==> config.mk <==
export PLATFORM = sky130hd
export DESIGN_NAME = wake_reset_sleep_sequencer
export DESIGN_NICKNAME = d
export VERILOG_FILES = /design/src/core/wake_seq_pkg.sv /design/src/core/wake_reset_sleep_sequencer.sv
export VERILOG_INCLUDE_DIRS = /design/src /design/src/core
export SDC_FILE = /design/constraint.sdc
export NUM_CORES = 1
export LEC_CHECK = 0
export ABC_AREA = 1
export BUFFER_PORTS_ARGS = -buffer_cell sky130_fd_sc_hd__buf_4
export CORE_MARGIN = 3
export CORE_UTILIZATION = 40
export CTS_BUF_LIST = sky130_fd_sc_hd__clkbuf_2 sky130_fd_sc_hd__clkbuf_4 sky130_fd_sc_hd__clkbuf_8
export CTS_CLUSTER_SIZE = 12
export DETAILED_ROUTE_END_ITERATION = 10
export GPL_ROUTABILITY_DRIVEN = 0
export PLACE_DENSITY_LB_ADDON = 0.08
export SYNTH_ARGS = -nofsm -noshare
export SYNTH_HDL_FRONTEND = slang
export SYNTH_SLANG_ARGS = --single-unit
==> constraint.sdc <==
create_clock -name clock -period 3 [get_ports clock]
set_input_delay 0.15 -clock clock [delete_from_list [all_inputs] [get_ports clock]]
set_output_delay 0.15 -clock clock [all_outputs]
set_load 0.05 [all_outputs]
==> src/core/wake_seq_regs.svh <==
`ifndef WAKE_SEQ_REGS_SVH
`define WAKE_SEQ_REGS_SVH
// boot and user code addresses
`define BOOT_ROM_ADDR 12'h800
`define USER_EPR_ADDR 12'h030
// status register 22 bit positions
`define STAT_WDT_BIT 17
`define STAT_BUTTON_BIT 18
`define STAT_SLEEP_WAKE_BIT 22
// configuration bit positions
`define CFG_SLEEP_BIT 17
`define CFG_CONV_MSB 23
`define CFG_CONV_LSB 14
// timing
`define OSC_HZ 10000
`define CLK_HZ 100000000
`define CONV_PRESCALE 64
`define RTC_PERIOD_MS 10
`define RTC_TICKS ((`OSC_HZ * `RTC_PERIOD_MS) / 1000)
`define WDT_LIMIT 3'h4
`define RTC_RAM_ADDR 6'h1d
`endif

==> src/core/wake_seq_pkg.sv <==
package wake_seq_pkg;
  typedef enum logic [2:0] {
    st_stopped = 3'b000,
    st_boot = 3'b001,
    st_config = 3'b011,
    st_user = 3'b010,
    st_halt = 3'b110
  } state_type;

  typedef struct packed {
    logic cfg_copy;
    logic pwr_prg;
    logic usr_prg;
  } flags_type;

  typedef struct packed {
    logic wdt_timeout;
    logic button;
    logic sleep_wake;
    logic reset_wake;
  } status_type;
endpackage : wake_seq_pkg

==> src/core/wake_reset_sleep_sequencer.sv <==
`timescale 1ns/1ns
`include "wake_seq_regs.svh"
// Behaviour
// - wake on reset, measurement end, counter end
// - every wake starts at boot ROM
// - reset wake copies config when flagged
// - reset wake jumps user code or stops
// - other wake measures or restarts, maybe jumps
// - stop clears start flags and stack
// - power-on resets everything except RAM
// - four unwatched starts force reset, flag
// - stand-alone pin acts as reset button
// - sleep wakes flagged without measurement
// - sleep bit equals averaging rate zero
// - sleep counter end starts user code
// - conversion rate is tick/64/count
// - watchdog counts measurement starts
// - watchdog off command, pin edges clear
// - 24-bit 10 ms timer, clearable
// - oscillator tick is the base timebase
module wake_reset_sleep_sequencer
  import wake_seq_pkg::*;
#(
  parameter int CONV_W = 10,
  parameter int OSC_DIV = `CLK_HZ / `OSC_HZ
) (
  // clock and reset
  input wire logic clock,
  input wire logic rst,
  // configuration
  input wire logic [23:0] cfg_reg0,
  input wire logic [23:0] cfg_reg1,
  input wire flags_type flags,
  input wire logic serial_port_enable,
  input wire logic wdt_off_cmd,
  // pin
  input wire logic select_or_reset_pin,
  // processor and measurement side
  input wire logic measure_done,
  input wire logic cpu_stop,
  input wire logic wdt_clear_instr,
  input wire logic rtc_clear_instr,
  input wire logic config_copy_done,
  output logic osc_tick,
  output logic measure_start,
  output logic config_copy_req,
  output logic cpu_run,
  output logic [11:0] cpu_pc,
  output logic cpu_flags_clear,
  output logic chip_reset,
  output logic sleep_mode,
  output status_type status,
  output logic [23:0] rtc_value
);

  //------------------------------------------------------------
  // base tick from the oscillator
  //------------------------------------------------------------
  localparam int OSC_W = $clog2(OSC_DIV);
  logic [OSC_W-1:0] osc_cnt_r;
  always_ff @(posedge clock or posedge rst) begin
    if (rst) begin
      osc_cnt_r <= '0;
      osc_tick <= 1'b0;
    end else begin
      osc_tick <= 1'b0;
      if (osc_cnt_r == OSC_W'(OSC_DIV - 1)) begin
        osc_cnt_r <= '0;
        osc_tick <= 1'b1;
      end else begin
        osc_cnt_r <= osc_cnt_r + 1'b1;
      end
    end
  end

  //------------------------------------------------------------
  // pin synchroniser and button reset
  //------------------------------------------------------------
  logic [2:0] pin_sync_r;
  logic pin_level_r;
  logic pin_edge;
  logic button_reset;
  always_ff @(posedge clock or posedge rst) begin
    if (rst) begin
      pin_sync_r <= 3'h7;
      pin_level_r <= 1'b1;
    end else begin
      pin_sync_r <= {pin_sync_r[1:0], select_or_reset_pin};
      if (pin_sync_r[1] == pin_sync_r[2]) begin
        pin_level_r <= pin_sync_r[2];
      end
    end
  end
  assign pin_edge = (pin_sync_r[1] == pin_sync_r[2]) && (pin_sync_r[2] != pin_level_r);
  // a low pin in stand-alone mode holds the chip in chip_reset with a reset wake pending
  assign button_reset = !serial_port_enable && !pin_level_r;

  assign sleep_mode = cfg_reg1[`CFG_SLEEP_BIT];

  //------------------------------------------------------------
  // conversion counter
  //------------------------------------------------------------
  logic [5:0] pre_r;
  logic [CONV_W-1:0] conv_r;
  logic conv_end;
  logic restart_conv;
  logic [CONV_W-1:0] conv_load;
  assign conv_load = CONV_W'(cfg_reg0[`CFG_CONV_MSB:`CFG_CONV_LSB]);
  always_ff @(posedge clock or posedge rst) begin
    if (rst) begin
      pre_r <= '0;
      conv_r <= '0;
      conv_end <= 1'b0;
    end else begin
      conv_end <= 1'b0;
      if (restart_conv) begin
        pre_r <= '0;
        conv_r <= '0;
      end else if (osc_tick) begin
        pre_r <= pre_r + 1'b1;
        if (pre_r == 6'(`CONV_PRESCALE - 1)) begin
          if (conv_r + 1'b1 >= conv_load) begin
            conv_r <= '0;
            conv_end <= 1'b1;
          end else begin
            conv_r <= conv_r + 1'b1;
          end
        end
      end
    end
  end

  //------------------------------------------------------------
  // wake arbitration and pending requests
  //------------------------------------------------------------
  logic reset_pend_r;
  logic meas_pend_r;
  logic sleep_pend_r;
  logic wdt_fire;
  state_type state_r;
  logic is_reset_wake_r;
  logic wake_take;
  assign wake_take = (state_r == st_stopped) && (reset_pend_r || meas_pend_r || sleep_pend_r);
  always_ff @(posedge clock or posedge rst) begin
    if (rst) begin
      reset_pend_r <= 1'b1;
      meas_pend_r <= 1'b0;
      sleep_pend_r <= 1'b0;
    end else begin
      // sets win over the take so nothing arriving now is lost
      if (wake_take) begin
        reset_pend_r <= 1'b0;
        if (!reset_pend_r) begin
          meas_pend_r <= 1'b0;
          sleep_pend_r <= 1'b0;
        end
      end
      if (wdt_fire || button_reset) reset_pend_r <= 1'b1;
      if (measure_done) meas_pend_r <= 1'b1;
      if (conv_end && sleep_mode) sleep_pend_r <= 1'b1;
    end
  end

  //------------------------------------------------------------
  // processor sequence
  //------------------------------------------------------------
  assign cpu_run = (state_r != st_stopped) && (state_r != st_halt);
  assign config_copy_req = (state_r == st_config);
  assign chip_reset = wdt_fire || button_reset;
  always_ff @(posedge clock or posedge rst) begin
    if (rst) begin
      state_r <= st_stopped;
      cpu_pc <= 12'h000;
      is_reset_wake_r <= 1'b0;
      cpu_flags_clear <= 1'b0;
    end else begin
      cpu_flags_clear <= 1'b0;
      case (state_r)
        st_stopped: begin
          if (wake_take) begin
            state_r <= st_boot;
            cpu_pc <= `BOOT_ROM_ADDR;
            is_reset_wake_r <= reset_pend_r;
          end
        end
        st_boot: begin
          if (is_reset_wake_r) begin
            if (flags.cfg_copy) begin
              state_r <= st_config;
            end else if (flags.pwr_prg) begin
              state_r <= st_user;
              cpu_pc <= `USER_EPR_ADDR;
            end else begin
              state_r <= st_halt;
            end
          end else if (flags.usr_prg) begin
            state_r <= st_user;
            cpu_pc <= `USER_EPR_ADDR;
          end else begin
            state_r <= st_halt;
          end
        end
        st_config: begin
          if (config_copy_done) begin
            if (flags.pwr_prg) begin
              state_r <= st_user;
              cpu_pc <= `USER_EPR_ADDR;
            end else begin
              state_r <= st_halt;
            end
          end
        end
        st_user: begin
          if (cpu_stop) state_r <= st_halt;
        end
        st_halt: begin
          state_r <= st_stopped;
          cpu_pc <= 12'h000;
          cpu_flags_clear <= 1'b1;
        end
        default: state_r <= st_stopped;
      endcase
      if (chip_reset) begin
        state_r <= st_stopped;
        cpu_pc <= 12'h000;
        cpu_flags_clear <= 1'b1;
      end
    end
  end

  // non-reset wake: measure, or in sleep restart the counter only
  always_ff @(posedge clock or posedge rst) begin
    if (rst) begin
      measure_start <= 1'b0;
    end else begin
      measure_start <= (wake_take && !reset_pend_r && !sleep_mode)
        || (conv_end && !sleep_mode);
    end
  end
  assign restart_conv = wake_take && !reset_pend_r && sleep_mode;

  //------------------------------------------------------------
  // watchdog
  //------------------------------------------------------------
  logic [2:0] wdt_r;
  logic wdt_dis_r;
  always_ff @(posedge clock or posedge rst) begin
    if (rst) begin
      wdt_dis_r <= 1'b0;
    end else if (serial_port_enable && wdt_off_cmd) begin
      wdt_dis_r <= 1'b1;
    end
  end
  assign wdt_fire = !wdt_dis_r && (wdt_r == `WDT_LIMIT);
  always_ff @(posedge clock or posedge rst) begin
    if (rst) begin
      wdt_r <= 3'h0;
    end else if (wdt_clear_instr || pin_edge || wdt_fire) begin
      wdt_r <= 3'h0;
    end else if (measure_start || restart_conv) begin
      wdt_r <= wdt_r + 3'h1;
    end
  end

  //------------------------------------------------------------
  // status bits
  //------------------------------------------------------------
  always_ff @(posedge clock or posedge rst) begin
    if (rst) begin
      status <= '0;
    end else begin
      status.button <= !pin_level_r && !serial_port_enable;
      if (wdt_fire) status.wdt_timeout <= 1'b1;
      else if (button_reset) status.wdt_timeout <= 1'b0;
      if (wake_take) begin
        status.sleep_wake <= !reset_pend_r && sleep_pend_r && !meas_pend_r;
        status.reset_wake <= reset_pend_r;
      end
    end
  end

  //------------------------------------------------------------
  // real-time counter, reset only by power-on
  //------------------------------------------------------------
  localparam int RTC_W = $clog2(`RTC_TICKS);
  logic [RTC_W-1:0] rtc_pre_r;
  always_ff @(posedge clock or posedge rst) begin
    if (rst) begin
      rtc_pre_r <= '0;
      rtc_value <= 24'h000000;
    end else if (rtc_clear_instr) begin
      rtc_pre_r <= '0;
      rtc_value <= 24'h000000;
    end else if (osc_tick) begin
      if (rtc_pre_r == RTC_W'(`RTC_TICKS - 1)) begin
        rtc_pre_r <= '0;
        rtc_value <= rtc_value + 24'h000001;
      end else begin
        rtc_pre_r <= rtc_pre_r + 1'b1;
      end
    end
  end

endmodule : wake_reset_sleep_sequencer

After elaboration in Yosys (flattened, before gate mapping)
Index checks and enable logic that the tools add are counted.
{ "totals": {"ff_bits": 96, "in_bits": 61, "out_inout_bits": 47, "wordCells": 140} }
{ "classes": {"n_addsub": 6, "n_lt_le_gt_ge": 1, "n_eq_ne": 18, "muxes": 47, "n_reduce_logical": 45} }
{ "ops": {"columns": ["op", "count"], "rows": [
  ["$mux 12", 7],
  ["$mux 24", 3],
  ["$pmux 12 s4", 1],
  ["$mux 10", 4],
  ["$mux 3", 10],
  ["$add 24x1->24 const B", 1],
  ["$mux 7", 3],
  ["$reduce_bool 2->1", 9],
  ["$mux 1", 15],
  ["$add 14x1->14 const B", 1],
  ["$eq 14x14->1 const B", 1],
  ["$mux 14", 1],
  ["$logic_and 1x1->1", 13],
  ["$mux 6", 2],
  ["$pmux 3 s4", 1],
  ["$add 10x1->10 const B", 1],
  ["$ge 10x10->1", 1],
  ["$reduce_and 2->1", 5],
  ["$ne 3x3->1 const B", 3],
  ["$ne 4x4->1 const B", 2],
  ["$add 7x1->7 const B", 1],
  ["$eq 7x7->1 const B", 1],
  ["$logic_or 1x1->1", 7],
  ["$add 6x1->6 const B", 1],
  ["other kinds (16)", 23]
]} }

Depth between registers and ports, before layout
Gate-level depths: netlist (run 1).
{ "depth": {"word_depth": 8, "ltp_mapped": 14, "mapped_depth_nobuf": 14} }

Worst setup path before layout (run 1)
OpenSTA, ideal clock, no wires.
{ "synth_timing": {"path_type": "register to register", "from": "reg pin_level_r", "to": "reg cpu_pc[0]", "setup_ps": 118, "t_arrival_ps": 2242, "required_time_ps": 2882, "slack_ps": 640, "stages_incl_launch_ff": 7, "n_path_buf": 2, "period_less_slack_ps": 2360, "path_cell_list": "dfstp_2 o21ai_0 inv_1 buf_2 buf_2 nand3_1 nand2_1"} }
{ "synth_via": {"elab_chain_cells": 5, "word_cells_on_any_way": 10, "cone_classes": "eq/ne (4); mux (1); reduce/logical (5)"} }
{ "synth_lines": {"columns": ["item", "line_no", "text"], "rows": [
  ["start, declared", "wake_reset_sleep_sequencer.sv:80", "logic pin_level_r;"],
  ["start signal, assigned", "wake_reset_sleep_sequencer.sv:90", "pin_level_r <= pin_sync_r[2];"],
  ["$logic_not 1->1 (*)", "wake_reset_sleep_sequencer.sv:96", "assign button_reset = !serial_port_enable && !pin_level_r;"],
  ["$logic_and 1x1->1 (*)", "wake_reset_sleep_sequencer.sv:96", null],
  ["$logic_or 1x1->1 (*)", "wake_reset_sleep_sequencer.sv:169", "assign chip_reset = wdt_fire || button_reset;"],
  ["named net chip_reset", "wake_reset_sleep_sequencer.sv:50", "output logic chip_reset,"],
  ["$ne 4x4->1 (no line) (tied with other cells)", null, null],
  ["$reduce_and 5->1 (no line)", null, null],
  ["end signal, assigned", "wake_reset_sleep_sequencer.sv:182", "cpu_pc <= `BOOT_ROM_ADDR;"],
  ["end signal, assigned", "wake_reset_sleep_sequencer.sv:192", "cpu_pc <= `USER_EPR_ADDR;"],
  ["end signal, assigned", "wake_reset_sleep_sequencer.sv:198", "cpu_pc <= `USER_EPR_ADDR;"],
  ["end, declared", "wake_reset_sleep_sequencer.sv:48", "output logic [11:0] cpu_pc,"]
]} }
Mark *: on every way through the listed nets, which the timed path passes. The rest lies on a longest branch.
A chain may end at the register's enable or synchronous reset.

Worst setup path after layout (run 1)
{ "layout_timing": {"from": "reg conv_r[0]", "to": "reg conv_r[3]"} }
{ "layout_via": {"elab_chain_cells": 6} }
{ "layout_lines": {"columns": ["item", "line_no", "text"], "rows": [
  ["start, declared", "wake_reset_sleep_sequencer.sv:104", "logic [CONV_W-1:0] conv_r;"],
  ["start signal, assigned", "wake_reset_sleep_sequencer.sv:126", "conv_r <= conv_r + 1'b1;"],
  ["$add 10x1->10 (*)", "wake_reset_sleep_sequencer.sv:122, wake_reset_sleep_sequencer.sv:126", null],
  ["$ge 10x10->1", "wake_reset_sleep_sequencer.sv:122", "if (conv_r + 1'b1 >= conv_load) begin"],
  ["$mux 10 (*)", "wake_reset_sleep_sequencer.sv:122", null],
  ["$mux 10 (*)", "wake_reset_sleep_sequencer.sv:121", "if (pre_r == 6'(`CONV_PRESCALE - 1)) begin"],
  ["$mux 10 (*)", "wake_reset_sleep_sequencer.sv:119", "end else if (osc_tick) begin"],
  ["$mux 10 (*)", "wake_reset_sleep_sequencer.sv:116", "if (restart_conv) begin"]
]} }
Mark *: on every way between the ends. The rest lies on a longest branch, timed or not. The select of a mux whose other input is x is not followed.

==> reports/qor.txt, run 1 <==
Initial Util = 41.0%
flops & latches, synth = 95
crit-path most repeated cell = nor2_1
Die Y = 123 um
Worst Hold Class = input port to flip-flop
area fraction of the dominant cell type after synthesis = 41.4%
post-synthesis sequential area ratio = 43.8%
Final Hold Viols = 0
Num CTS Buffers = 9
Core Region = 13,300 um2
Syn Nets = 803
RSZ-0062 raised after global routing = false
DIE AREA = 15,100 um2
Syn Area/Cell = 7.51 um2
# setup viols final = 0
gr usage total = 17.6%
Post-Route WL = 12,500 um
first-pass GRT wire length = 21,600 um
Worst setup EP type = flip-flop
Via density = 4.97
layout cells sized above 1 = 15.0%
Synth Flop Type = dfrtp_1
status = finished clean
H-tree levels = 3
top-count cell post-synth = nand2_1
vias in the first global route = 4,680
clock skew = 15.5 ps
CP Launch Type = flip-flop
final design utilization = 48.2%
Slowest-stage cell, CP = dfrtp_1
critical-path maximum fanout = 7
IO Port Bufs = 70
Die X = 123 um
area of the mapped netlist = 5450 um2
async set or reset register ratio after synthesis = 100%
nets = 874
ranking of synthesized cells by area = dfrtp_1, nand2_1, nand3_1, inv_1, nor2_1
PD cells = 536 nW/um2
CTS tree = yes
leakage power = 3.25 nW
HPWL after DPL = 8890 um
max-slew violations = 0
DRT iter0 DRCs = 324
EDFF count, synth = 0
routed length per placed instance = 12.8 um
Area Growth Syn to Fin = 17.8%
Max VDD drop = 0.257 mV
synth unique cells = 38
Post-Synthesis Cells = 725
post-route ant nets = 0
Final period util = 80.1%
Fin Hold WS = 15.5 ps
crit-path max cell delay = 430 ps
Critical Path AT = 2670 ps
Core Rows = 42
final setup TNS = 0 ps
Remaining DRCs = 0
initial antenna violation count = 0
clk buf depth = 2
relative slew slack = 45.2%
Root Driver = clkbuf_8
most area-hungry cell type in the Yosys netlist = dfrtp_1
crit path time final = 2400 ps
Clock Sinks = 95
clk slew on worst S/H paths = 100 ps
Worst EP required = 3270 ps
Slew @ Worst Pin = 821 ps
# IOs = 108
maxcap violations = 0
Cell Chain, Critical Path = ha_1 -> nand3_1 -> nor2_1 -> nand3_1 -> xor2_1 -> inv_1 -> ha_1 -> nand2_1 -> nor2_1 -> nand2_1 -> nor2_1 -> nor2_1 -> buf_4 -> nand3_1 -> o21ai_0
pin count of the biggest net entering global routing = 59
Post-CTS Setup Repair Bufs = 0
Pre-Repair DR Iteration Count = 5
total power = 3.44 mW
YS warnings = 0
Antenna Cells = 0
Setup CP Type = flip-flop to flip-flop
later-pin clock latency in the skew report = 390 ps
Post-synth top cells = nand2_1, dfrtp_1, inv_1, nand3_1, nor2_1
fmax = 416 MHz
GRT Residual Overflow = 0
vias post-DR = 4,852
[cell families (layout without fill, tap and decap cells)]
kind of cell,after synthesis,after routing,share of synthesized area [%]
AND/OR/NAND/NOR,413,413,33.4
adder cells (fa/ha/maj),17,17,3.91
XOR/XNOR,21,21,3.38
buffers and inverters,112,188,8.27
AO/OA/AOI/OAI,67,67,7.24
flip-flops,95,95,43.8
[layer usage]
metal | share of wire [%] | vias up | GRT usage, %
met3 | 3.6 | 19 | 3.00
met4 | 1.9 | 0 | 6.51
li1 | - | 2484 | -
met2 | 46 | 94 | 28.9
met1 | 48 | 2255 | 23.3
met5 | 0 | - | 0
[sequential cells by signal (all words and copies together) (netlist names), 3 cells and up]
signal	flops
rtc_value	24
cpu_pc	12
rtc_pre_r	7
pre_r	6
status	3
wdt_r	3
conv_r	10
state_r	3
pin_sync_r	3
osc_cnt_r	14
[cells in the final DEF (no fill, tap or decap), types with 2 or more instances in the layout]
master | synthesis | layout
o21ai_1 | 2 | 2
dlygate4sd3_1 | 0 | 6
nor2_1 | 73 | 73
buf_4 | 3 | 72
nor3_1 | 16 | 16
inv_2 | 9 | 9
dfrtp_1 | 90 | 90
nand3b_1 | 4 | 4
bufinv_16 | 0 | 2
nor3b_1 | 4 | 4
nor4_1 | 3 | 3
a21o_1 | 2 | 2
or2_2 | 3 | 3
a21oi_1 | 15 | 15
xor2_1 | 21 | 21
and3_1 | 2 | 2
nor2_2 | 2 | 2
nand3_2 | 2 | 2
nand3_1 | 74 | 74
nor3_2 | 2 | 2
a211oi_1 | 9 | 9
nand2_1 | 201 | 201
nand2_2 | 3 | 3
nand4_1 | 22 | 22
inv_1 | 84 | 83
clkinv_4 | 0 | 2
o21ai_0 | 31 | 31
dfstp_2 | 5 | 5
clkbuf_8 | 0 | 9
o21bai_1 | 3 | 3
ha_1 | 17 | 17
[path summary, 6_finish.rpt]
| kind | start | end | slack [ps] | cells past startpoint |
|---|---|---|---|---|
| worst max-delay path | conv_r[0]$_DFFE_PP0P_ | conv_r[3]$_DFFE_PP0P_ | 600 | 15 |
| worst min-delay path | cfg_reg1[17] | sleep_pend_r$_DFFE_PP0P_ | 20 | 3 |
| worst max register to register | conv_r[0]$_DFFE_PP0P_ | conv_r[3]$_DFFE_PP0P_ | 600 | 15 |
| worst min register to register | pin_sync_r[0]$_DFF_PP1_ | pin_sync_r[1]$_DFF_PP1_ | 370 | 0 |
| max in group asynchronous | rst | rtc_value[14]$_DFFE_PP0P_ | 1970 | 4 |
| min in group asynchronous | rst | osc_cnt_r[2]$_DFF_PP0_ | 340 | 3 |
[critical path, delay by kind of cell (launching register included)]
kind / cells / cell delay, ps
and+or+nand+nor: 9 / 900
adders and majority gates: 2 / 480
DFF: 1 / 430
buffers and inverters: 2 / 230
xor gates and xnor gates: 1 / 190
AOI/OAI and AO/OA: 1 / 70
[timing repair]
action | in CTS | in global routing
resized for setup | 0 | 0
hold buffers | 6 | 0
hold endpoints to repair | 37 | 0
[area by class of cell]
| type | instances | area (um2) |
|---|---|---|
| well taps | 176 | 220 |
| clock buffers | 10 | 131 |
| fillers | 1325 | 6880 |
| repair buffers | 79 | 621 |
| clock inverters | 6 | 93.8 |
| flip-flops and latches | 95 | 2380 |
| multi-input cells | 518 | 2610 |
| inverters | 93 | 352 |
[per-stage QoR]
stage / std cells / area [um2] / worst slack (ps)
floorplan: 725 / 5450 / 381
global placement: 955 / 6130 / 635
detailed placement: 955 / 6130 / 573
CTS: 977 / 6410 / 577
global route: 977 / 6410 / 294
finish: 977 / 6410 / 597
[power by group]
part	leakage [nW]	total [mW]	internal, mW	switching, mW
sequential	1.27	1.46	1.37	0.0885
clock	0.110	0.969	0.485	0.484
combinational	1.87	1.01	0.271	0.741
total	3.25	3.44	2.13	1.31
Power figures use the tool's default switching activity.
==> run 2, diff against run 1 <==
==> constraint.sdc (replaced) <==
create_clock -name clock -period 2 [get_ports clock]
set_input_delay 0.1 -clock clock [delete_from_list [all_inputs] [get_ports clock]]
set_output_delay 0.1 -clock clock [all_outputs]
set_load 0.05 [all_outputs]
==> run 2 against run 1 <==
The flow now finishes with violations (negative setup slack). Power is 53% higher. Die area did not move. Register-to-register slack got worse by 840 ps.
==> reports/qor.txt, run 2 (synthesized netlist as in run 1, its figures left out) <==
status = finished with violations
violated checks = negative setup slack
Seq. cell area = 2380 um2
Largest register FFs = 24
vias post-DR = 5,002
GRT Residual Overflow = 0
Top Registers = rtc_value x24, osc_cnt_r x14, cpu_pc x12
layout cells sized above 1 = 21.4%
Top reg by flops = rtc_value
DIE AREA = 15,100 um2
Core Rows = 42
clk slew on worst S/H paths = 90 ps
commonest non-fill, non-tap cell in the layout = nand2_1
Setup crit start = conv_r[1]$_DFFE_PP0P_
later-pin clock latency in the skew report = 370 ps
pin count of the biggest net entering global routing = 96
RR Endpoint = conv_r[7]$_DFFE_PP0P_
routed length per placed instance = 12.8 um
Sw Pwr = 1.95 mW
P_int = 3.30 mW
leakage power = 3.42 nW
gr usage total = 18.1%
Slew @ Worst Pin = 527 ps
relative slew slack = 64.9%
pre-CTS setup slack = -205 ps
DRT iter0 DRCs = 276
Final Hold Viols = 0
Clock Sinks = 95
Die Y = 123 um
# setup viols final = 11
Remaining DRCs = 0
Antenna Cells = 0
first-pass GRT wire length = 22,100 um
FF-to-FF path depth = 16
Core Region = 13,300 um2
Post-Route WL = 13,000 um
fin area = 6850 um2
RSZ-0062 raised after global routing = true
post-route ant nets = 0
Die X = 123 um
Area Growth Syn to Fin = 25.8%
PD cells = 767 nW/um2
setup ws final = -243 ps
Worst Hold Class = input port to flip-flop
Worst Hold End = state_r[2]$_DFFE_PP0P_
Switching Share = 37.1%
Setup CP Type = flip-flop to flip-flop
Pre-Repair DR Iteration Count = 5
# IOs = 108
Flop pwr share = 41.6%
final-layout fill cell count = 1,267
worst reg2reg startpoint = conv_r[1]$_DFFE_PP0P_
most frequent cells in the layout = nand2_1, buf_4, dfrtp_1
nets = 906
Num CTS Buffers = 9
total power = 5.25 mW
Inst Count DP = 980
CP Launch Type = flip-flop
worst hold path startpoint = flags[0]
clock power share = 25.9%
HPWL after DPL = 9270 um
final design utilization = 51.5%
Critical Path AT = 2550 ps
Root Driver = clkbuf_8
Initial Util = 41.0%
Fin Hold WS = 40.5 ps
maxcap violations = 0
final setup TNS = -2330 ps
fmax = 446 MHz
clk buf depth = 2
critical-path maximum fanout = 5
crit path time final = 2240 ps
Final period util = 112%
Comb pwr share = 32.4%
IO Port Bufs = 70
Worst EP required = 2300 ps
Max VDD drop = 0.567 mV
FF-to-FF setup slack = -240 ps
Worst Hold Depth = 3
clock skew = 10.0 ps
Via density = 4.96
initial antenna violation count = 0
Worst setup EP type = flip-flop
H-tree levels = 3
CTS tree = yes
multi-input logic area = 2800 um2
vias in the first global route = 4,795
final cell count without fillers = 1,009
max-slew violations = 0
DP Area = 6350 um2
run 2: cell types whose count changed in the layout (fill, tap and decap cells not counted), moves of 5 or more:
cell,change
buf_4,+28
nand2_1,-5
ha_1,-5
ha_4,+5
nand3_1,-5
run 2: how the worst max path moves through the flow:
stage | end | depth (start not counted)
CTS | conv_r[6]$_DFFE_PP0P_ | 14
detailed placement | conv_r[6]$_DFFE_PP0P_ | 14
finish | conv_r[7]$_DFFE_PP0P_ | 16
floorplan | conv_r[6]$_DFFE_PP0P_ | 14
global route | conv_r[5]$_DFFE_PP0P_ | 15
global placement | conv_r[6]$_DFFE_PP0P_ | 14
run 2: power groups by stage:
stage | clock network, mW | registers [mW] | logic [mW]
5_1_grt | 1.50 | 2.21 | 1.87
2_1_floorplan | 0 | 2.37 | 1.05
3_3_place_gp | 0 | 2.22 | 1.69
6_report | 1.36 | 2.19 | 1.70
4_1_cts | 1.42 | 2.19 | 1.72
3_5_place_dp | 0 | 2.22 | 1.70
run 2: critical path, stage by stage, from the launching register on:
cell and delay [ps]:
dfrtp_1 450, ha_4 200, nand3_4 70, buf_4 120, xor2_2 180, inv_1 70, ha_1 270, nand2_1 60
inv_1 50, nand2_1 50, nand2_1 50, nand2_1 60, nand2_1 80, nor2_4 210, buf_6 130, nand3_1 70
nand2_1 60
run 2: timing repair:
action / 4_1_cts / 5_1_grt
buffers inserted: 2 / 4
setup endpoints to repair: 11 / 11
resized for setup: 5 / 26
hold buffers: 7 / 0
endpoints found under the hold margin: 97 / 0
pin swaps: 4 / 16
run 2: cell type report:
| class | count | area share (%) |
|---|---|---|
| inverters | 93 | 5.15 |
| clock buffers | 13 | 2.52 |
| flip-flops and latches | 95 | 34.8 |
| repair buffers | 111 | 12.9 |
| clock inverters | 3 | 0.585 |
| multi-input cells | 518 | 40.8 |
| well taps | 176 | 3.22 |
run 2: metal layers:
metal	GRT usage (%)	vias to the layer above	routed length [um]
li1	-	2556	-
met1	22.8	2335	5930
met2	31.1	98	6320
met3	4.42	13	567
met4	4.41	0	142
met5	0	-	0
